<file path="src/core/fbn_pkg.sv">
// Shared constants and types for the fieldbus node configuration and status ends
package fbn_pkg;
   // ------------------------------------------------------------
   // Address and bit-rate selection
   // ------------------------------------------------------------
   localparam logic [6:0] ADDR_MAX      = 7'h3F;  // Highest switch address used directly
   localparam logic [1:0] RATE_MAX      = 2'h2;   // Highest switch bit-rate code used directly
   localparam logic [1:0] RATE_125      = 2'h0;   // 125 kbit/s code
   localparam logic [1:0] RATE_250      = 2'h1;   // 250 kbit/s code
   localparam logic [1:0] RATE_500      = 2'h2;   // 500 kbit/s code
   localparam logic [8:0] KBPS_125      = 9'h07D; // Terminal argument 125
   localparam logic [8:0] KBPS_250      = 9'h0FA; // Terminal argument 250
   localparam logic [8:0] KBPS_500      = 9'h1F4; // Terminal argument 500
   localparam logic [6:0] NV_ADDR_RST   = 7'h3F;  // Stored address before any save
   localparam logic [1:0] NV_RATE_RST   = 2'h0;   // Stored bit rate before any save
   // ------------------------------------------------------------
   // Network objects
   // ------------------------------------------------------------
   localparam logic [7:0] CLS_LINK      = 8'h03;  // Link object class
   localparam logic [7:0] ATT_ADDR      = 8'h01;  // Station address attribute
   localparam logic [7:0] ATT_RATE      = 8'h02;  // Bit-rate attribute
   localparam logic [7:0] CLS_STORE     = 8'h25;  // Parameter storage class
   localparam logic [7:0] ATT_SAVE      = 8'h65;  // Save-to-nonvolatile attribute
   // ------------------------------------------------------------
   // Timing
   // ------------------------------------------------------------
   localparam int         CLK_PERIOD_NS = 10;          // 100 MHz system clock
   localparam int         BLINK_HALF_NS = 500_000_000; // Half period of a blinking LED
   localparam int         BLINK_HALF_CYC = BLINK_HALF_NS / CLK_PERIOD_NS;
   localparam logic [1:0] SETTLE_CYC    = 2'h3;   // Wait for switch synchronisers
   // ------------------------------------------------------------
   // Controller registers (AHB-Lite byte addresses)
   // ------------------------------------------------------------
   localparam logic [7:0] REG_CMD       = 8'h00;  // Object write: class, attribute, data
   localparam logic [7:0] REG_STAT      = 8'h04;  // Busy and last answer
   localparam logic [7:0] REG_IRQ_STAT  = 8'h08;  // Sticky events, write one to clear
   localparam logic [7:0] REG_IRQ_MASK  = 8'h0C;  // Interrupt enables
   localparam int         IRQ_DONE      = 0;      // Accepted write finished
   localparam int         IRQ_REFUSED   = 1;      // Write refused by node
   // LED display modes
   typedef enum logic [2:0] {LED_OFF, LED_GREEN, LED_BLINK_GREEN, LED_BLINK_RED, LED_RED} fbn_led_e;
endpackage

</file>
<file path="src/core/fbn_link_if.sv">
// Object-write link between the fieldbus master end and the node end
`timescale 1ns/100ps
`default_nettype none
interface fbn_link_if;
   logic       req;    // Master holds a write request
   logic [7:0] cls;    // Object class
   logic [7:0] attr;   // Object attribute
   logic [7:0] data;   // Value written
   logic       ack;    // Node answer pulse
   logic       nak;    // With ack: write refused
   modport node   (input req, cls, attr, data, output ack, nak);
   modport master (output req, cls, attr, data, input ack, nak);
endinterface
`default_nettype wire

</file>
<file path="src/core/fbn_node.sv">
// Node end: station address, bit rate and combined status LED of the fieldbus card
// Functional notes
// - Switches 0..63 give the station address
// - Above 63 use stored, terminal-set address
// - Above 63 accept network address write
// - Network address needs save and restart
// - Rate switch 0,1,2 gives 125,250,500
// - Rate switch above 2 uses stored rate
// - Above 2 accept network rate code
// - Network rate needs save and restart
// - LED off while not online; a fault shown in red takes priority
// - Steady green when fully operational
// - Blinking green when online, not connected
// - Blinking red on recoverable fault or wait
// - Steady red on fatal or bus-off fault
//
// Design decisions made here: the register offsets and register access over AHB-Lite.
`timescale 1ns/100ps
`default_nettype none
module fbn_node
   import fbn_pkg::*;
#(
   parameter int BLINK_CYC = BLINK_HALF_CYC       // Cycles per blink half period
) (
   input  wire logic       hclk,                  // System clock
   input  wire logic       hresetn,               // Async reset, active low
   fbn_link_if.node        link,                  // Network object writes
   input  wire logic [3:0] sw_addr_msd,           // Address switch, tens digit (pin)
   input  wire logic [3:0] sw_addr_lsd,           // Address switch, units digit (pin)
   input  wire logic [3:0] sw_rate,               // Bit-rate switch (pin)
   input  wire logic       node_address_set_command, // Terminal: set stored address
   input  wire logic [6:0] node_address_value,    // Argument of the above
   input  wire logic       bit_rate_set_command,  // Terminal: set stored rate
   input  wire logic [8:0] bit_rate_kbps,         // Argument in kbit/s
   input  wire logic       save_command,          // Terminal: save to nonvolatile
   input  wire logic       cold_restart_command,  // Restart pulse
   input  wire logic       online,                // Node is online
   input  wire logic       dup_check_done,        // Duplicate-ID check passed
   input  wire logic       conn_established,      // Connections established
   input  wire logic       master_allocated,      // Allocated to a master
   input  wire logic       config_ok,             // Configuration complete and valid
   input  wire logic       fault_recoverable,     // Recoverable fault present
   input  wire logic       io_conn_waiting,       // An I/O connection waits
   input  wire logic       fault_fatal,           // Unrecoverable fault
   input  wire logic       dup_id_detected,       // Duplicate station address seen
   input  wire logic       bus_off,               // Controller is bus-off
   output logic [6:0]      station_address,       // Active station address
   output logic [1:0]      bit_rate_code,         // Active bit-rate code
   output logic            config_valid,          // Active settings latched
   output logic            terminal_refused,      // Pulse: terminal command refused
   output logic            led_green,             // Status LED green
   output logic            led_red                // Status LED red
);
   // ------------------------------------------------------------
   // Switch synchronisers
   // ------------------------------------------------------------
   logic [11:0] sw_meta;      // First stage, read only by second stage
   logic [11:0] sw_sync;      // Second stage
   logic [6:0]  sw_addr;      // Decimal switch value
   logic        addr_use_nv;  // Address switches above limit
   logic        rate_use_nv;  // Rate switch above limit
   // Rotary switches are asynchronous pins
   always_ff @(posedge hclk or negedge hresetn) begin
      if (!hresetn) begin
         sw_meta <= 12'h000;
         sw_sync <= 12'h000;
      end else begin
         sw_meta <= {sw_addr_msd, sw_addr_lsd, sw_rate};
         sw_sync <= sw_meta;
      end
   end

   // Tens times ten plus units in 7 bits; a tens digit above 9 is flagged below, a units digit above 9 is not
   assign sw_addr     = 7'(sw_sync[11:8]) * 7'h0A + 7'(sw_sync[7:4]);
   assign addr_use_nv = (sw_sync[11:8] > 4'h9) || (sw_addr > ADDR_MAX);
   assign rate_use_nv = (sw_sync[3:0] > 4'(RATE_MAX));

   // ------------------------------------------------------------
   // Start-up sampling
   // ------------------------------------------------------------
   logic [1:0] settle_cnt;   // Cycles until switches are stable
   logic       sampling;     // Waiting to latch active settings
   logic       take;         // Latch strobe
   logic       addr_nv_mode; // Latched: address comes from store
   logic       rate_nv_mode; // Latched: rate comes from store
   logic [6:0] nv_addr;      // Stored address
   logic [1:0] nv_rate;      // Stored rate
   logic [6:0] pend_addr;    // Address awaiting save
   logic [1:0] pend_rate;    // Rate awaiting save
   assign take = sampling && (settle_cnt == SETTLE_CYC);
   // Restart re-arms sampling; running switch moves are ignored
   always_ff @(posedge hclk or negedge hresetn) begin
      if (!hresetn) begin
         sampling   <= 1'b1;
         settle_cnt <= 2'h0;
      end else if (cold_restart_command) begin
         sampling   <= 1'b1;
         settle_cnt <= 2'h0;
      end else if (take) begin
         sampling   <= 1'b0;
      end else if (sampling) begin
         settle_cnt <= settle_cnt + 2'h1;
      end
   end

   // Active settings and source flags
   always_ff @(posedge hclk or negedge hresetn) begin
      if (!hresetn) begin
         station_address <= 7'h00;
         bit_rate_code   <= RATE_125;
         addr_nv_mode    <= 1'b0;
         rate_nv_mode    <= 1'b0;
         config_valid    <= 1'b0;
      end else if (cold_restart_command) begin
         config_valid    <= 1'b0;
      end else if (take) begin
         config_valid    <= 1'b1;
         addr_nv_mode    <= addr_use_nv;
         rate_nv_mode    <= rate_use_nv;
         station_address <= addr_use_nv ? nv_addr : sw_addr;
         bit_rate_code   <= rate_use_nv ? nv_rate : sw_sync[1:0];
      end
   end

   // ------------------------------------------------------------
   // Network object writes
   // ------------------------------------------------------------
   logic net_addr_ok;  // Address write acceptable
   logic net_rate_ok;  // Rate write acceptable
   logic net_save;     // Save object written
   logic net_take;     // New request this cycle
   assign net_take    = link.req && !link.ack;
   assign net_addr_ok = (link.cls == CLS_LINK) && (link.attr == ATT_ADDR)
                        && addr_nv_mode && (link.data <= 8'(ADDR_MAX));
   // rate code 0..2 in store mode
   assign net_rate_ok = (link.cls == CLS_LINK) && (link.attr == ATT_RATE)
                        && rate_nv_mode && (link.data <= 8'(RATE_MAX));
   assign net_save    = (link.cls == CLS_STORE) && (link.attr == ATT_SAVE);

   // One answer per request; the master drops req on ack
   always_ff @(posedge hclk or negedge hresetn) begin
      if (!hresetn) begin
         link.ack <= 1'b0;
         link.nak <= 1'b0;
      end else begin
         link.ack <= net_take;
         link.nak <= net_take && !(net_addr_ok || net_rate_ok || net_save);
      end
   end

   // ------------------------------------------------------------
   // Terminal commands and stored values
   // ------------------------------------------------------------
   logic       term_rate_ok; // Argument is a known rate
   logic [1:0] term_rate;    // Code for the argument
   // Map kbit/s argument to rate code
   always_comb begin
      term_rate_ok = 1'b1;
      term_rate    = RATE_125;
      case (bit_rate_kbps)
         KBPS_125: term_rate = RATE_125;
         KBPS_250: term_rate = RATE_250;
         KBPS_500: term_rate = RATE_500;
         default:  term_rate_ok = 1'b0;
      endcase
   end

   // Pending values; a terminal command wins over a same-cycle network write
   always_ff @(posedge hclk or negedge hresetn) begin
      if (!hresetn) begin
         pend_addr <= NV_ADDR_RST;
         pend_rate <= NV_RATE_RST;
      end else begin
         if (node_address_set_command && addr_nv_mode && node_address_value <= ADDR_MAX) begin
            pend_addr <= node_address_value;
         end else if (net_take && net_addr_ok) begin
            pend_addr <= link.data[6:0];
         end
         if (bit_rate_set_command && rate_nv_mode && term_rate_ok) begin
            pend_rate <= term_rate;
         end else if (net_take && net_rate_ok) begin
            pend_rate <= link.data[1:0];
         end
      end
   end

   // Save copies pending into store; the active value waits for restart
   always_ff @(posedge hclk or negedge hresetn) begin
      if (!hresetn) begin
         nv_addr <= NV_ADDR_RST;
         nv_rate <= NV_RATE_RST;
      end else if (save_command || (net_take && net_save)) begin
         nv_addr <= pend_addr;
         nv_rate <= pend_rate;
      end
   end

   // Terminal commands refused outside store mode or with bad argument
   always_ff @(posedge hclk or negedge hresetn) begin
      if (!hresetn) begin
         terminal_refused <= 1'b0;
      end else begin
         terminal_refused <= (node_address_set_command
                              && (!addr_nv_mode || node_address_value > ADDR_MAX))
                          || (bit_rate_set_command && (!rate_nv_mode || !term_rate_ok));
      end
   end

   // ------------------------------------------------------------
   // Combined status LED
   // ------------------------------------------------------------
   logic [31:0] blink_cnt;  // Blink divider
   logic        blink_on;   // Blink phase
   fbn_led_e    led_mode;   // Selected display
   // Half-period enable toggles the blink phase
   always_ff @(posedge hclk or negedge hresetn) begin
      if (!hresetn) begin
         blink_cnt <= 32'h0;
         blink_on  <= 1'b0;
      end else if (blink_cnt == 32'(BLINK_CYC - 1)) begin
         blink_cnt <= 32'h0;
         blink_on  <= !blink_on;
      end else begin
         blink_cnt <= blink_cnt + 32'h1;
      end
   end

   // Faults outrank network state
   always_comb begin
      if (fault_fatal || dup_id_detected || bus_off) begin
         led_mode = LED_RED;
      end else if (fault_recoverable || io_conn_waiting) begin
         led_mode = LED_BLINK_RED;
      end else if (!online || !dup_check_done) begin
         led_mode = LED_OFF;
      end else if (conn_established && master_allocated && config_ok) begin
         led_mode = LED_GREEN;
      end else begin
         led_mode = LED_BLINK_GREEN;
      end
   end

   // Registered LED drive
   always_ff @(posedge hclk or negedge hresetn) begin
      if (!hresetn) begin
         led_green <= 1'b0;
         led_red   <= 1'b0;
      end else begin
         case (led_mode)
            LED_GREEN:       {led_green, led_red} <= 2'h2;
            LED_BLINK_GREEN: {led_green, led_red} <= {blink_on, 1'b0};
            LED_BLINK_RED:   {led_green, led_red} <= {1'b0, blink_on};
            LED_RED:         {led_green, led_red} <= 2'h1;
            default:         {led_green, led_red} <= 2'h0;
         endcase
      end
   end
endmodule
`default_nettype wire

</file>
<file path="src/flat_wrapper.sv">
// flat-port wrapper written by rule: the top's interface ports become plain ports
module fbn_node_flat import fbn_pkg::*;
#(
   parameter int BLINK_CYC = BLINK_HALF_CYC                                      
)
  (hclk, hresetn, sw_addr_msd, sw_addr_lsd, sw_rate, node_address_set_command, node_address_value, bit_rate_set_command, bit_rate_kbps, save_command, cold_restart_command, online, dup_check_done, conn_established, master_allocated, config_ok, fault_recoverable, io_conn_waiting, fault_fatal, dup_id_detected, bus_off, station_address, bit_rate_code, config_valid, terminal_refused, led_green, led_red, link_req, link_cls, link_attr, link_data, link_ack, link_nak);
  fbn_link_if link_i ();
  input  wire logic hclk;
  input  wire logic hresetn;
  input  wire logic [3:0] sw_addr_msd;
  input  wire logic [3:0] sw_addr_lsd;
  input  wire logic [3:0] sw_rate;
  input  wire logic node_address_set_command;
  input  wire logic [6:0] node_address_value;
  input  wire logic bit_rate_set_command;
  input  wire logic [8:0] bit_rate_kbps;
  input  wire logic save_command;
  input  wire logic cold_restart_command;
  input  wire logic online;
  input  wire logic dup_check_done;
  input  wire logic conn_established;
  input  wire logic master_allocated;
  input  wire logic config_ok;
  input  wire logic fault_recoverable;
  input  wire logic io_conn_waiting;
  input  wire logic fault_fatal;
  input  wire logic dup_id_detected;
  input  wire logic bus_off;
  output logic [6:0] station_address;
  output logic [1:0] bit_rate_code;
  output logic config_valid;
  output logic terminal_refused;
  output logic led_green;
  output logic led_red;
  input wire logic [$bits(link_i.req)-1:0] link_req;
  input wire logic [$bits(link_i.cls)-1:0] link_cls;
  input wire logic [$bits(link_i.attr)-1:0] link_attr;
  input wire logic [$bits(link_i.data)-1:0] link_data;
  output wire logic [$bits(link_i.ack)-1:0] link_ack;
  output wire logic [$bits(link_i.nak)-1:0] link_nak;
  assign link_i.req = link_req;
  assign link_i.cls = link_cls;
  assign link_i.attr = link_attr;
  assign link_i.data = link_data;
  assign link_ack = link_i.ack;
  assign link_nak = link_i.nak;
  fbn_node #(.BLINK_CYC(BLINK_CYC)) u_core (.hclk(hclk), .hresetn(hresetn), .link(link_i), .sw_addr_msd(sw_addr_msd), .sw_addr_lsd(sw_addr_lsd), .sw_rate(sw_rate), .node_address_set_command(node_address_set_command), .node_address_value(node_address_value), .bit_rate_set_command(bit_rate_set_command), .bit_rate_kbps(bit_rate_kbps), .save_command(save_command), .cold_restart_command(cold_restart_command), .online(online), .dup_check_done(dup_check_done), .conn_established(conn_established), .master_allocated(master_allocated), .config_ok(config_ok), .fault_recoverable(fault_recoverable), .io_conn_waiting(io_conn_waiting), .fault_fatal(fault_fatal), .dup_id_detected(dup_id_detected), .bus_off(bus_off), .station_address(station_address), .bit_rate_code(bit_rate_code), .config_valid(config_valid), .terminal_refused(terminal_refused), .led_green(led_green), .led_red(led_red));
endmodule
</file>
<file path="config.mk">
export PLATFORM = sky130hd
export DESIGN_NAME = fbn_node_flat
export DESIGN_NICKNAME = d
export VERILOG_FILES = /design/src/core/fbn_pkg.sv /design/src/core/fbn_link_if.sv /design/src/core/fbn_node.sv /design/src/flat_wrapper.sv
export SDC_FILE = /design/constraint.sdc
export NUM_CORES = 1
export LEC_CHECK = 0
export BUFFER_PORTS_ARGS = -buffer_cell sky130_fd_sc_hd__buf_2
export CORE_MARGIN = 5
export CORE_UTILIZATION = 50
export DETAILED_ROUTE_END_ITERATION = 10
export GPL_TIMING_DRIVEN = 0
export PLACE_DENSITY = 0.79
export SLEW_MARGIN = 20
export SYNTH_ARGS = -nofsm -noshare
export SYNTH_HDL_FRONTEND = slang
export SYNTH_SLANG_ARGS = --single-unit
</file>
<file path="constraint.sdc">
create_clock -name hclk -period 2.9 [get_ports hclk]
set_input_delay 0.58 -clock hclk [delete_from_list [all_inputs] [get_ports hclk]]
set_output_delay 0.58 -clock hclk [all_outputs]
set_load 0.005 [all_outputs]
</file>
==> results of run 1 <==
final cells by class:
type                    instances  share of cell area
multi-input cells             269               0.358
clock buffers                  10              0.0253
inverters                      10             0.00744
repair buffers                 84              0.0883
clock inverters                 6              0.0139
plain buffers                   7             0.00620
flip-flops and latches         95               0.474
well taps                     105              0.0260
stage by stage:
stage | hold WS, ps | total power, mW | cells | util
after floorplan | 284 | 1.94 | 381 | -
after global placement | 333 | 2.15 | 569 | 0.583
after detailed placement | 337 | 2.19 | 570 | 0.587
after CTS | 196 | 3.06 | 586 | 0.611
after global routing | 219 | 3.20 | 586 | 0.611
final | 185 | 3.02 | 586 | 0.611
layer usage:
metal / vias up / wire (um)
met5: - / 0
met4: 0 / 125
met3: 13 / 451
met2: 73 / 4490
met1: 1566 / 3600
li1: 1539 / -
cells by family after synthesis:
family | Yosys count
multiplexers | 20
flip-flops | 95
XOR/XNOR | 33
adder cells (fa/ha/maj) | 11
AO/OA/AOI/OAI | 33
AND/OR/NAND/NOR | 172
buffers and inverters | 17
flip-flops by register name, summed over array words and instances, names as in the netlist, 7 cells and up:
| register | count |
|---|---|
| u_core.blink_cnt | 32 |
| u_core.nv_addr | 7 |
| u_core.pend_addr | 7 |
| u_core.station_address | 7 |
| u_core.sw_meta | 12 |
| u_core.sw_sync | 12 |
layout by cell type (no fill, tap or decap), types with 3 or more instances in the layout:
cell         n
nand2b_1     6
o21ai_0      6
a211o_1      5
nor4_4       3
buf_2       83
clkbuf_8     9
nor4bb_1     5
nand3b_1     3
o31ai_1      3
a21o_1       3
ha_1         9
dfstp_2     13
inv_1       10
a21oi_1      9
clkbuf_1     4
and3_1       6
mux2i_1     11
xor2_1      18
nand3_1     30
nor2b_1      3
clkbuf_2     3
nand4_1     16
mux2_2       9
nor2_1      42
nor3_1      10
xnor2_1     15
nor4_1       9
dfrtp_1     82
clkinvlp_4   3
nand2_1     32
worst paths after layout:
check | from | to | slack [ps] | cells past startpoint
min in group hclk | sw_addr_lsd[3] | u_core.sw_meta[7] | 300 | 1
worst min register to register | u_core.sw_meta[5] | u_core.sw_sync[5] | 330 | 0
worst max register to register | u_core.sw_sync[9] | u_core.station_address[5] | 140 | 10
max in group asynchronous | hresetn | u_core.nv_addr[0] | 2010 | 2
worst max-delay path | u_core.sw_sync[9] | u_core.station_address[5] | 140 | 10
worst min-delay path | hresetn | u_core.sw_sync[10] | 180 | 1
repair_timing:
item | in CTS | in global routing
setup buffers | 0 | 0
hold endpoints to repair | 0 | 0
gates resized for setup | 0 | 4
endpoints found under the setup margin | 0 | 8
power groups by stage:
stage	clock network [mW]	logic, mW	registers (mW)
4_1_cts	0.893	0.481	1.69
3_5_place_dp	0	0.479	1.72
3_3_place_gp	0	0.444	1.70
6_report	0.865	0.472	1.69
5_1_grt	0.945	0.542	1.71
2_1_floorplan	0	0.267	1.68
critical path, stage by stage, from the launching register on:
cell	delay, ps
dfrtp_1	430
ha_1	310
ha_1	190
inv_1	70
fa_1	450
nand2b_1	190
a211o_1	250
a21o_1	220
clkbuf_2	190
a211o_1	320
nand3_1	80
==> impl_metrics.xml, run 1 <==
<?xml version="1.0" encoding="UTF-8"?>
<metrics>
  <group name="placed_design">
    <metric name="globalplace.congestion" unit="">0.860</metric>
    <metric name="io_buffer_count" unit="">83</metric>
    <metric name="dp_hpwl" unit="um">6660</metric>
    <metric name="detailed_place.area" unit="sq um">4840</metric>
    <metric name="placement.setup.worst_slack" unit="ps">113</metric>
  </group>
  <group name="global_route">
    <metric name="grt.total_usage" unit="">0.174</metric>
    <metric name="antenna_found_initial" unit="">0</metric>
    <metric name="first_global_vias" unit="">3205</metric>
    <metric name="grt.busiest_layer" unit="">met2</metric>
    <metric name="gr-usage-met3" unit="">0.0485</metric>
    <metric name="global_route.overflow_total" unit="">0</metric>
    <metric name="grt_pass1_wl" unit="um">14400</metric>
    <metric name="global_route.usage.met1" unit="">0.220</metric>
    <metric name="largest_net_degree_at_the_start_of_global_routing" unit="">52</metric>
    <metric name="grt_util_met2" unit="">0.294</metric>
  </group>
  <group name="power_and_ir_drop">
    <metric name="clockPowerShare" unit="">0.286</metric>
    <metric name="comb_power_share" unit="">0.156</metric>
    <metric name="vdd_drop_max" unit="uV">408</metric>
    <metric name="power_switching" unit="uW">819</metric>
    <metric name="power_leakage" unit="nW">2.31</metric>
    <metric name="p_int" unit="mW">2.20</metric>
    <metric name="share_seq_of_total_power" unit="">0.558</metric>
    <metric name="power.density_cell_area" unit="nW/um^2">599</metric>
    <metric name="swShare" unit="">0.271</metric>
  </group>
  <group name="setup_path">
    <metric name="worst_ep_arrival_time" unit="ps">3070</metric>
    <metric name="crit_start_category" unit="">flop</metric>
    <metric name="critical_path_required" unit="ps">3210</metric>
    <metric name="timing.critical_path.fanout_max" unit="">10</metric>
    <metric name="worstSetupEndpointType" unit="">flop</metric>
    <metric name="critPathKind" unit="">flop to flop</metric>
  </group>
  <group name="logic_synthesis">
    <metric name="ys_seq_area_frac" unit="">0.561</metric>
    <metric name="ys_seq_elements" unit="">95</metric>
    <metric name="synth-compound-area-share" unit="">0.0522</metric>
    <metric name="mappedNetlistNets" unit="">461</metric>
    <metric name="synthArstFlopShare" unit="">1.00</metric>
    <metric name="synth_area_leader_cell" unit="">dfrtp_1</metric>
    <metric name="synthesis.area" unit="sq um">4270</metric>
    <metric name="synth_adder_area_share" unit="">0.0358</metric>
    <metric name="xor_xnor_portion_of_the_synthesized_cell_area" unit="">0.0677</metric>
    <metric name="post_synth_inst_count" unit="">381</metric>
    <metric name="synth_ff_type" unit="">dfrtp_1</metric>
    <metric name="synthesized_area_per_cell" unit="sq um">11.2</metric>
    <metric name="dominant_combinational_cell_family_by_area_after_synthesis" unit="">simple AND/OR/NAND/NOR gates</metric>
    <metric name="synth.area.top_cells" unit="">dfrtp_1 (48%), dfstp_2 (8.0%), nor2_1 (3.7%), xor2_1 (3.7%), nand3_1 (3.5%)</metric>
    <metric name="synth_cell_types" unit="">41</metric>
    <metric name="number_of_enable_flip_flop_cells_after_synthesis" unit="">0</metric>
    <metric name="synth_top_area_frac" unit="">0.481</metric>
    <metric name="synth_simple_gate_area_frac" unit="">0.218</metric>
    <metric name="synth_common_cells" unit="">dfrtp_1 (82), nor2_1 (42), nand2_1 (32)</metric>
    <metric name="yosys-mux-area-fraction" unit="">0.0495</metric>
    <metric name="synth.yosys.warnings" unit="">0</metric>
    <metric name="yosysMostFrequentCell" unit="">dfrtp_1</metric>
  </group>
  <group name="route">
    <metric name="drtPass1Iterations" unit="">4</metric>
    <metric name="antenna_violating_nets_post_route" unit="">0</metric>
    <metric name="finalWirelength" unit="um">8670</metric>
    <metric name="drc" unit="">0</metric>
    <metric name="routedWlPerCell" unit="um">14.8</metric>
    <metric name="vias" unit="">3191</metric>
    <metric name="dr.first_iter.drc_count" unit="">92</metric>
    <metric name="post_drt_via_cell_ratio" unit="">5.45</metric>
  </group>
  <group name="layout">
    <metric name="drive_above_1_share" unit="">0.274</metric>
    <metric name="final.fill_count" unit="">678</metric>
    <metric name="design.final.nets" unit="">556</metric>
    <metric name="area_overhead_vs_synth" unit="%">18.2</metric>
    <metric name="stdcell_area" unit="sq um">5040</metric>
    <metric name="seq_area" unit="sq um">2390</metric>
    <metric name="num_antenna_cells" unit="">0</metric>
    <metric name="multi_input_area" unit="sq um">1810</metric>
  </group>
  <group name="sta">
    <metric name="drv_slew" unit="">0</metric>
    <metric name="setup_viol" unit="">0</metric>
    <metric name="timing.final.crit_share" unit="">0.950</metric>
    <metric name="fin_skew" unit="ps">21.0</metric>
    <metric name="maxSlewHeadroom" unit="">0.529</metric>
    <metric name="setup_total_negative_slack" unit="ps">0</metric>
    <metric name="worst_slew_pin_slew" unit="ps">705</metric>
    <metric name="number_of_hold_violations_in_the_final_report" unit="">0</metric>
    <metric name="grt_setup_unrepaired" unit="">no</metric>
    <metric name="maxClockFrequency" unit="MHz">363</metric>
    <metric name="timing.final.crit_period" unit="ps">2760</metric>
    <metric name="fin_ws" unit="ps">145</metric>
  </group>
  <group name="floorplanning">
    <metric name="floorplan.io_pins" unit="">84</metric>
    <metric name="dieHeight" unit="um">102</metric>
    <metric name="die-area" unit="sq um">10500</metric>
    <metric name="die_width" unit="um">102</metric>
    <metric name="initial_core_util" unit="">0.517</metric>
    <metric name="core" unit="sq um">8260</metric>
    <metric name="placement_rows" unit="">33</metric>
  </group>
  <group name="clock_network">
    <metric name="holdBufCountCts" unit="">0</metric>
    <metric name="clock_latency" unit="ps">370</metric>
    <metric name="cts_tree" unit="">yes</metric>
    <metric name="cts.reportedPaths.clkPinSlew" unit="ps">100</metric>
    <metric name="ctsRootBufferMaster" unit="">clkbuf_8</metric>
    <metric name="cts_buffers" unit="">9</metric>
    <metric name="cts_num_sinks" unit="">95</metric>
    <metric name="h-tree-depth" unit="">3</metric>
    <metric name="clockBufferDepth" unit="">2</metric>
  </group>
  <group name="worst_hold_path">
    <metric name="holdCritPathClass" unit="">input port to asynchronous set/reset pin</metric>
  </group>
  <group name="outcome">
    <metric name="outcome" unit="">finished clean</metric>
  </group>
  <group name="job">
    <metric name="max_cap_viol_count" unit="">0</metric>
  </group>
</metrics>
Note: power is estimated with default switching activity, not from simulation.
==> inputs of run 2 (changes only) <==
--- a/config.mk
+++ b/config.mk
@@ -7,10 +7,10 @@
 export LEC_CHECK = 0
 export BUFFER_PORTS_ARGS = -buffer_cell sky130_fd_sc_hd__buf_2
 export CORE_MARGIN = 5
-export CORE_UTILIZATION = 50
+export CORE_UTILIZATION = 55
 export DETAILED_ROUTE_END_ITERATION = 10
 export GPL_TIMING_DRIVEN = 0
-export PLACE_DENSITY = 0.79
+export PLACE_DENSITY = 0.86
 export SLEW_MARGIN = 20
 export SYNTH_ARGS = -nofsm -noshare
 export SYNTH_HDL_FRONTEND = slang
==> run 2 against run 1 <==
Non-clock buffer count increased by 3. Die area decreased by 8.2%. Global-route usage increased by 2.0 points. Via count increased by 3.1%. Largest cell class unchanged. Largest power group unchanged.
==> impl_metrics.xml, run 2 (synthesis gave the netlist of run 1 again) <==
<?xml version="1.0" encoding="UTF-8"?>
<metrics>
  <group name="outcome">
    <metric name="outcome" unit="">finished clean</metric>
  </group>
  <group name="setup_path">
    <metric name="critPathKind" unit="">flop to flop</metric>
    <metric name="regToRegEndpoint" unit="">u_core.station_address[5]</metric>
    <metric name="worst_ep_arrival_time" unit="ps">3090</metric>
    <metric name="critical_path_required" unit="ps">3200</metric>
    <metric name="ff2ff_setup_slack" unit="ps">110</metric>
    <metric name="timing.critical_path.fanout_max" unit="">10</metric>
    <metric name="crit-reg2reg-launch" unit="">u_core.sw_sync[9]</metric>
    <metric name="worstSetupEndpointType" unit="">flop</metric>
    <metric name="crit_start_category" unit="">flop</metric>
    <metric name="worstRegToRegCells" unit="">10</metric>
  </group>
  <group name="clock_network">
    <metric name="ctsRootBufferMaster" unit="">clkbuf_8</metric>
    <metric name="clock_latency" unit="ps">360</metric>
    <metric name="h-tree-depth" unit="">3</metric>
    <metric name="cts.reportedPaths.clkPinSlew" unit="ps">100</metric>
    <metric name="clockBufferDepth" unit="">2</metric>
    <metric name="cts_num_sinks" unit="">95</metric>
    <metric name="cts_tree" unit="">yes</metric>
    <metric name="cts_buffers" unit="">9</metric>
  </group>
  <group name="route">
    <metric name="routedWlPerCell" unit="um">15.3</metric>
    <metric name="drc" unit="">0</metric>
    <metric name="dr.first_iter.drc_count" unit="">118</metric>
    <metric name="drtPass1Iterations" unit="">4</metric>
    <metric name="finalWirelength" unit="um">8980</metric>
    <metric name="antenna_violating_nets_post_route" unit="">0</metric>
    <metric name="vias" unit="">3291</metric>
    <metric name="post_drt_via_cell_ratio" unit="">5.62</metric>
  </group>
  <group name="floorplanning">
    <metric name="die_width" unit="um">98.1</metric>
    <metric name="placement_rows" unit="">32</metric>
    <metric name="initial_core_util" unit="">0.558</metric>
    <metric name="core" unit="sq um">7650</metric>
    <metric name="floorplan.io_pins" unit="">84</metric>
    <metric name="dieHeight" unit="um">98.1</metric>
    <metric name="die-area" unit="sq um">9620</metric>
  </group>
  <group name="sta">
    <metric name="maxSlewHeadroom" unit="">0.527</metric>
    <metric name="fin_ws" unit="ps">113</metric>
    <metric name="timing.final.crit_share" unit="">0.961</metric>
    <metric name="drv_slew" unit="">0</metric>
    <metric name="fin_hold_ws" unit="ps">180</metric>
    <metric name="fin_skew" unit="ps">17.9</metric>
    <metric name="number_of_hold_violations_in_the_final_report" unit="">0</metric>
    <metric name="setup_viol" unit="">0</metric>
    <metric name="timing.final.crit_period" unit="ps">2790</metric>
    <metric name="maxClockFrequency" unit="MHz">359</metric>
    <metric name="worst_slew_pin_slew" unit="ps">703</metric>
  </group>
  <group name="global_route">
    <metric name="antenna_found_initial" unit="">0</metric>
    <metric name="grt.busiest_layer" unit="">met2</metric>
    <metric name="largest_net_degree_at_the_start_of_global_routing" unit="">58</metric>
    <metric name="grt_util_met2" unit="">0.340</metric>
    <metric name="gr-usage-met3" unit="">0.0607</metric>
    <metric name="global_route.overflow_total" unit="">0</metric>
    <metric name="grt_pass1_wl" unit="um">15300</metric>
    <metric name="first_global_vias" unit="">3378</metric>
    <metric name="grt.total_usage" unit="">0.195</metric>
    <metric name="global_route.usage.met1" unit="">0.235</metric>
  </group>
  <group name="power_and_ir_drop">
    <metric name="power.density_cell_area" unit="nW/um^2">589</metric>
    <metric name="power_leakage" unit="nW">2.33</metric>
    <metric name="vdd_drop_max" unit="uV">408</metric>
  </group>
  <group name="layout">
    <metric name="layout.cells.most_common" unit="">buf_2</metric>
    <metric name="largestRegisters" unit="">u_core.blink_cnt x32, u_core.sw_meta x12, u_core.sw_sync x12</metric>
    <metric name="area_overhead_vs_synth" unit="%">18.4</metric>
    <metric name="design.final.nets" unit="">559</metric>
    <metric name="drive_above_1_share" unit="">0.281</metric>
    <metric name="regMostFlops" unit="">u_core.blink_cnt</metric>
    <metric name="final.fill_count" unit="">595</metric>
    <metric name="number_of_flip_flops_under_the_largest_register_name" unit="">32</metric>
    <metric name="most_frequent_cells_in_the_layout" unit="">buf_2 (84), dfrtp_1 (82), nor2_1 (42)</metric>
    <metric name="num_antenna_cells" unit="">0</metric>
  </group>
  <group name="job">
    <metric name="max_cap_viol_count" unit="">0</metric>
  </group>
  <group name="placed_design">
    <metric name="placement.setup.worst_slack" unit="ps">95.0</metric>
    <metric name="dp_hpwl" unit="um">6810</metric>
    <metric name="io_buffer_count" unit="">83</metric>
    <metric name="globalplace.congestion" unit="">0.868</metric>
  </group>
  <group name="worst_hold_path">
    <metric name="holdCritPathClass" unit="">input port to asynchronous set/reset pin</metric>
  </group>
</metrics>
-- run 2: cell count changes in the layout (fill, tap and decap cells not counted), sizes merged --
cell | previous run | this run
clkbuf | 16 | 15
inv | 11 | 13
clkinv | 1 | 2
buf | 85 | 89
bufinv | 1 | 0
clkinvlp | 3 | 1
-- run 2: routing by layer --
| layer | wire length (um) | vias up | part of all wire |
|---|---|---|---|
| li1 | - | 1545 | - |
| met5 | 0 | - | 0 |
| met4 | 98 | 0 | 0.011 |
| met3 | 448 | 10 | 0.050 |
| met1 | 3690 | 1644 | 0.41 |
| met2 | 4740 | 92 | 0.53 |
-- run 2: layout make-up --
cell class | instances | area (sq um) | area share
sequential | 95 | 2390 | 0.474
timing repair buffer | 87 | 468 | 0.0926
tap | 102 | 128 | 0.0252
inverter | 10 | 37.5 | 0.00743
clock buffer | 10 | 138 | 0.0272
buffer | 7 | 31.3 | 0.00619
clock inverter | 6 | 51.3 | 0.0101
multi-input combinational | 269 | 1810 | 0.358
-- run 2: worst max path at each step --
stage / start / slack, ps / to / depth (start not counted)
floorplan: u_core.sw_sync[9] / 310 / u_core.station_address[5] / 10
global placement: u_core.sw_sync[9] / 190 / u_core.station_address[5] / 10
detailed placement: u_core.sw_sync[9] / 90 / u_core.station_address[5] / 10
CTS: u_core.sw_sync[9] / 70 / u_core.station_address[5] / 10
global route: u_core.sw_sync[9] / -60 / u_core.station_address[5] / 10
finish: u_core.sw_sync[9] / 110 / u_core.station_address[5] / 10
-- run 2: worst max-delay path, cell delays in order (launching register included) --
cell      delay (ps)
dfrtp_1          420
ha_1             300
ha_1             200
inv_1             70
fa_1             450
nand2b_1         200
a32oi_1          230
nand4_1          230
clkbuf_2         250
a211o_1          290
nand3_1           80
-- run 2: where the power goes --
| part | switching, mW | internal, mW | leakage, nW |
|---|---|---|---|
| clock network | 0.467 | 0.347 | 0.0939 |
| registers | 0.119 | 1.57 | 1.18 |
| logic | 0.244 | 0.233 | 1.05 |
-- run 2: timing repair --
item	in CTS	in global routing
endpoints found under the setup margin	0	8
gates resized for setup	0	5
hold buffers	0	0
setup buffers	0	3
-- run 2: stage by stage --
stage,util,cell area [sq um],setup TNS (ps),cells,power (mW)
2_1_floorplan,-,4270,0,381,1.94
3_3_place_gp,0.629,4810,0,566,2.15
3_5_place_dp,0.633,4840,0,567,2.19
4_1_cts,0.658,5030,0,583,3.00
5_1_grt,0.661,5050,-63.8,586,3.15
6_report,0.661,5050,0,586,2.98
==> inputs of run 3 (changes only) <==
--- a/config.mk
+++ b/config.mk
@@ -6,6 +6,7 @@
 export NUM_CORES = 1
 export LEC_CHECK = 0
 export BUFFER_PORTS_ARGS = -buffer_cell sky130_fd_sc_hd__buf_2
+export CORE_ASPECT_RATIO = 0.9
 export CORE_MARGIN = 5
 export CORE_UTILIZATION = 55
 export DETAILED_ROUTE_END_ITERATION = 10
==> run 3 against run 2 <==
Final cell count shrank 1.7%. Wire length fell by 3.8%. Final area decreased by 0.87%. Sequential cell count is the same.
==> impl_metrics.xml, run 3 (synthesis gave the netlist of run 1 again) <==
<?xml version="1.0" encoding="UTF-8"?>
<metrics>
  <group name="setup_path">
    <metric name="slowest_delay" unit="ps">450</metric>
    <metric name="worstSetupEndpointType" unit="">flop</metric>
    <metric name="critical-path-slowest-cell" unit="">fa_1</metric>
    <metric name="crit_start_category" unit="">flop</metric>
    <metric name="critical_path_required" unit="ps">3200</metric>
    <metric name="critPathKind" unit="">flop to flop</metric>
    <metric name="worst_ep_arrival_time" unit="ps">3000</metric>
    <metric name="timing.critical_path.fanout_max" unit="">13</metric>
    <metric name="ff2ff_setup_slack" unit="ps">200</metric>
    <metric name="timing.critical_path.cells" unit="">ha_1 -&gt; ha_1 -&gt; inv_1 -&gt; fa_1 -&gt; nand2b_1 -&gt; a211o_1 -&gt; a21o_1 -&gt; a211o_1 -&gt; nand3_1</metric>
  </group>
  <group name="placed_design">
    <metric name="dp_hpwl" unit="um">6630</metric>
    <metric name="io_buffer_count" unit="">83</metric>
    <metric name="globalplace.congestion" unit="">0.840</metric>
    <metric name="placement.setup.worst_slack" unit="ps">94.9</metric>
  </group>
  <group name="sta">
    <metric name="timing.final.crit_period" unit="ps">2700</metric>
    <metric name="setup_viol" unit="">0</metric>
    <metric name="timing.final.crit_share" unit="">0.931</metric>
    <metric name="maxSlewHeadroom" unit="">0.531</metric>
    <metric name="worst_slew_pin_slew" unit="ps">701</metric>
    <metric name="fin_ws" unit="ps">199</metric>
    <metric name="number_of_hold_violations_in_the_final_report" unit="">0</metric>
    <metric name="maxClockFrequency" unit="MHz">370</metric>
    <metric name="grt_setup_unrepaired" unit="">no</metric>
    <metric name="fin_hold_ws" unit="ps">222</metric>
    <metric name="setup_total_negative_slack" unit="ps">0</metric>
    <metric name="drv_slew" unit="">0</metric>
    <metric name="fin_skew" unit="ps">8.68</metric>
  </group>
  <group name="job">
    <metric name="max_cap_viol_count" unit="">0</metric>
  </group>
  <group name="route">
    <metric name="post_drt_via_cell_ratio" unit="">5.53</metric>
    <metric name="routedWlPerCell" unit="um">15.0</metric>
    <metric name="finalWirelength" unit="um">8640</metric>
    <metric name="antenna_violating_nets_post_route" unit="">0</metric>
    <metric name="drtPass1Iterations" unit="">6</metric>
    <metric name="drc" unit="">0</metric>
    <metric name="dr.first_iter.drc_count" unit="">165</metric>
    <metric name="vias" unit="">3187</metric>
  </group>
  <group name="floorplanning">
    <metric name="initial_core_util" unit="">0.566</metric>
    <metric name="core" unit="sq um">7540</metric>
    <metric name="floorplan.io_pins" unit="">84</metric>
    <metric name="die_width" unit="um">103</metric>
    <metric name="die-area" unit="sq um">9620</metric>
    <metric name="placement_rows" unit="">30</metric>
    <metric name="dieHeight" unit="um">93.6</metric>
  </group>
  <group name="power_and_ir_drop">
    <metric name="vdd_drop_max" unit="uV">373</metric>
    <metric name="power_leakage" unit="nW">2.31</metric>
    <metric name="post-layout-total-power" unit="mW">2.94</metric>
    <metric name="power.density_cell_area" unit="nW/um^2">586</metric>
  </group>
  <group name="global_route">
    <metric name="antenna_found_initial" unit="">0</metric>
    <metric name="largest_net_degree_at_the_start_of_global_routing" unit="">50</metric>
    <metric name="first_global_vias" unit="">3252</metric>
    <metric name="grt.total_usage" unit="">0.193</metric>
    <metric name="global_route.overflow_total" unit="">0</metric>
    <metric name="grt_pass1_wl" unit="um">14600</metric>
  </group>
  <group name="clock_network">
    <metric name="holdBufCountCts" unit="">0</metric>
    <metric name="cts_buffers" unit="">9</metric>
    <metric name="cts.reportedPaths.clkPinSlew" unit="ps">90</metric>
    <metric name="ctsRootBufferMaster" unit="">clkbuf_8</metric>
    <metric name="cts_num_sinks" unit="">95</metric>
    <metric name="clockBufferDepth" unit="">2</metric>
    <metric name="h-tree-depth" unit="">3</metric>
    <metric name="clock_latency" unit="ps">360</metric>
    <metric name="cts_tree" unit="">yes</metric>
  </group>
  <group name="outcome">
    <metric name="outcome" unit="">finished clean</metric>
  </group>
  <group name="layout">
    <metric name="drive_above_1_share" unit="">0.275</metric>
    <metric name="design.final.nets" unit="">555</metric>
    <metric name="layout.cells.most_common" unit="">buf_2</metric>
    <metric name="most_frequent_cells_in_the_layout" unit="">buf_2 (83), dfrtp_1 (82), nor2_1 (42)</metric>
    <metric name="area_overhead_vs_synth" unit="%">17.4</metric>
    <metric name="regMostFlops" unit="">u_core.blink_cnt</metric>
    <metric name="largestRegisters" unit="">u_core.blink_cnt x32, u_core.sw_meta x12, u_core.sw_sync x12</metric>
    <metric name="final.fill_count" unit="">559</metric>
    <metric name="num_antenna_cells" unit="">0</metric>
    <metric name="seq_area" unit="sq um">2390</metric>
    <metric name="multi_input_area" unit="sq um">1810</metric>
    <metric name="number_of_flip_flops_under_the_largest_register_name" unit="">32</metric>
  </group>
  <group name="worst_hold_path">
    <metric name="holdCritPathClass" unit="">input port to asynchronous set/reset pin</metric>
  </group>
</metrics>
[run 3: what timing repair did]
| item | in CTS | in global routing |
|---|---|---|
| gates resized for setup | 0 | 2 |
| endpoints found under the setup margin | 0 | 8 |
| buffers inserted | 0 | 0 |
[run 3: final timing paths]
kind,from,end,cells after the start
setup / recovery,u_core.sw_sync[9],u_core.station_address[3],9
hold / removal,hresetn,u_core.sw_sync[10],1
setup reg to reg,u_core.sw_sync[9],u_core.station_address[3],9
hold reg to reg,u_core.sw_meta[9],u_core.sw_sync[9],0
max in group asynchronous,hresetn,u_core.nv_addr[0],2
min in group hclk,sw_addr_msd[3],u_core.sw_meta[11],1
[run 3: worst max-delay path: cells and delay by family, from the launching register on]
| family | cells | cell delay (ps) |
|---|---|---|
| DFF | 1 | 430 |
| AOI/OAI and AO/OA | 3 | 920 |
| buffers and inverters | 1 | 70 |
| and+or+nand+nor | 2 | 270 |
| adders and majority gates | 3 | 950 |
[run 3: metrics by stage]
stage / std cells / instance area [sq um] / utilization
final: 576 / 5010 / 0.664
after global routing: 576 / 5010 / 0.664
after floorplan: 381 / 4270 / -
after detailed placement: 561 / 4830 / 0.641
after CTS: 577 / 5010 / 0.665
after global placement: 560 / 4800 / 0.637
[run 3: cell type report]
type	instances	share of cell area
tap	96	0.0240
multi-input combinational	269	0.361
clock inverter	7	0.0112
timing repair buffer	84	0.0889
inverter	10	0.00749
buffer	6	0.00524
clock buffer	9	0.0247
sequential	95	0.478
[run 3: layer usage]
layer | track usage | vias up | part of all wire
met5 | 0 | - | 0
met2 | 0.331 | 93 | 0.52
met4 | 0.0496 | 0 | 0.011
met1 | 0.242 | 1547 | 0.40
li1 | - | 1537 | -
met3 | 0.0515 | 10 | 0.068
[run 3: report_power, final]
part | internal (mW) | leakage [nW] | total (mW) | switching (mW)
registers | 1.57 | 1.18 | 1.69 | 0.118
logic | 0.230 | 1.04 | 0.466 | 0.236
clock network | 0.322 | 0.0906 | 0.784 | 0.463
total | 2.12 | 2.31 | 2.94 | 0.817
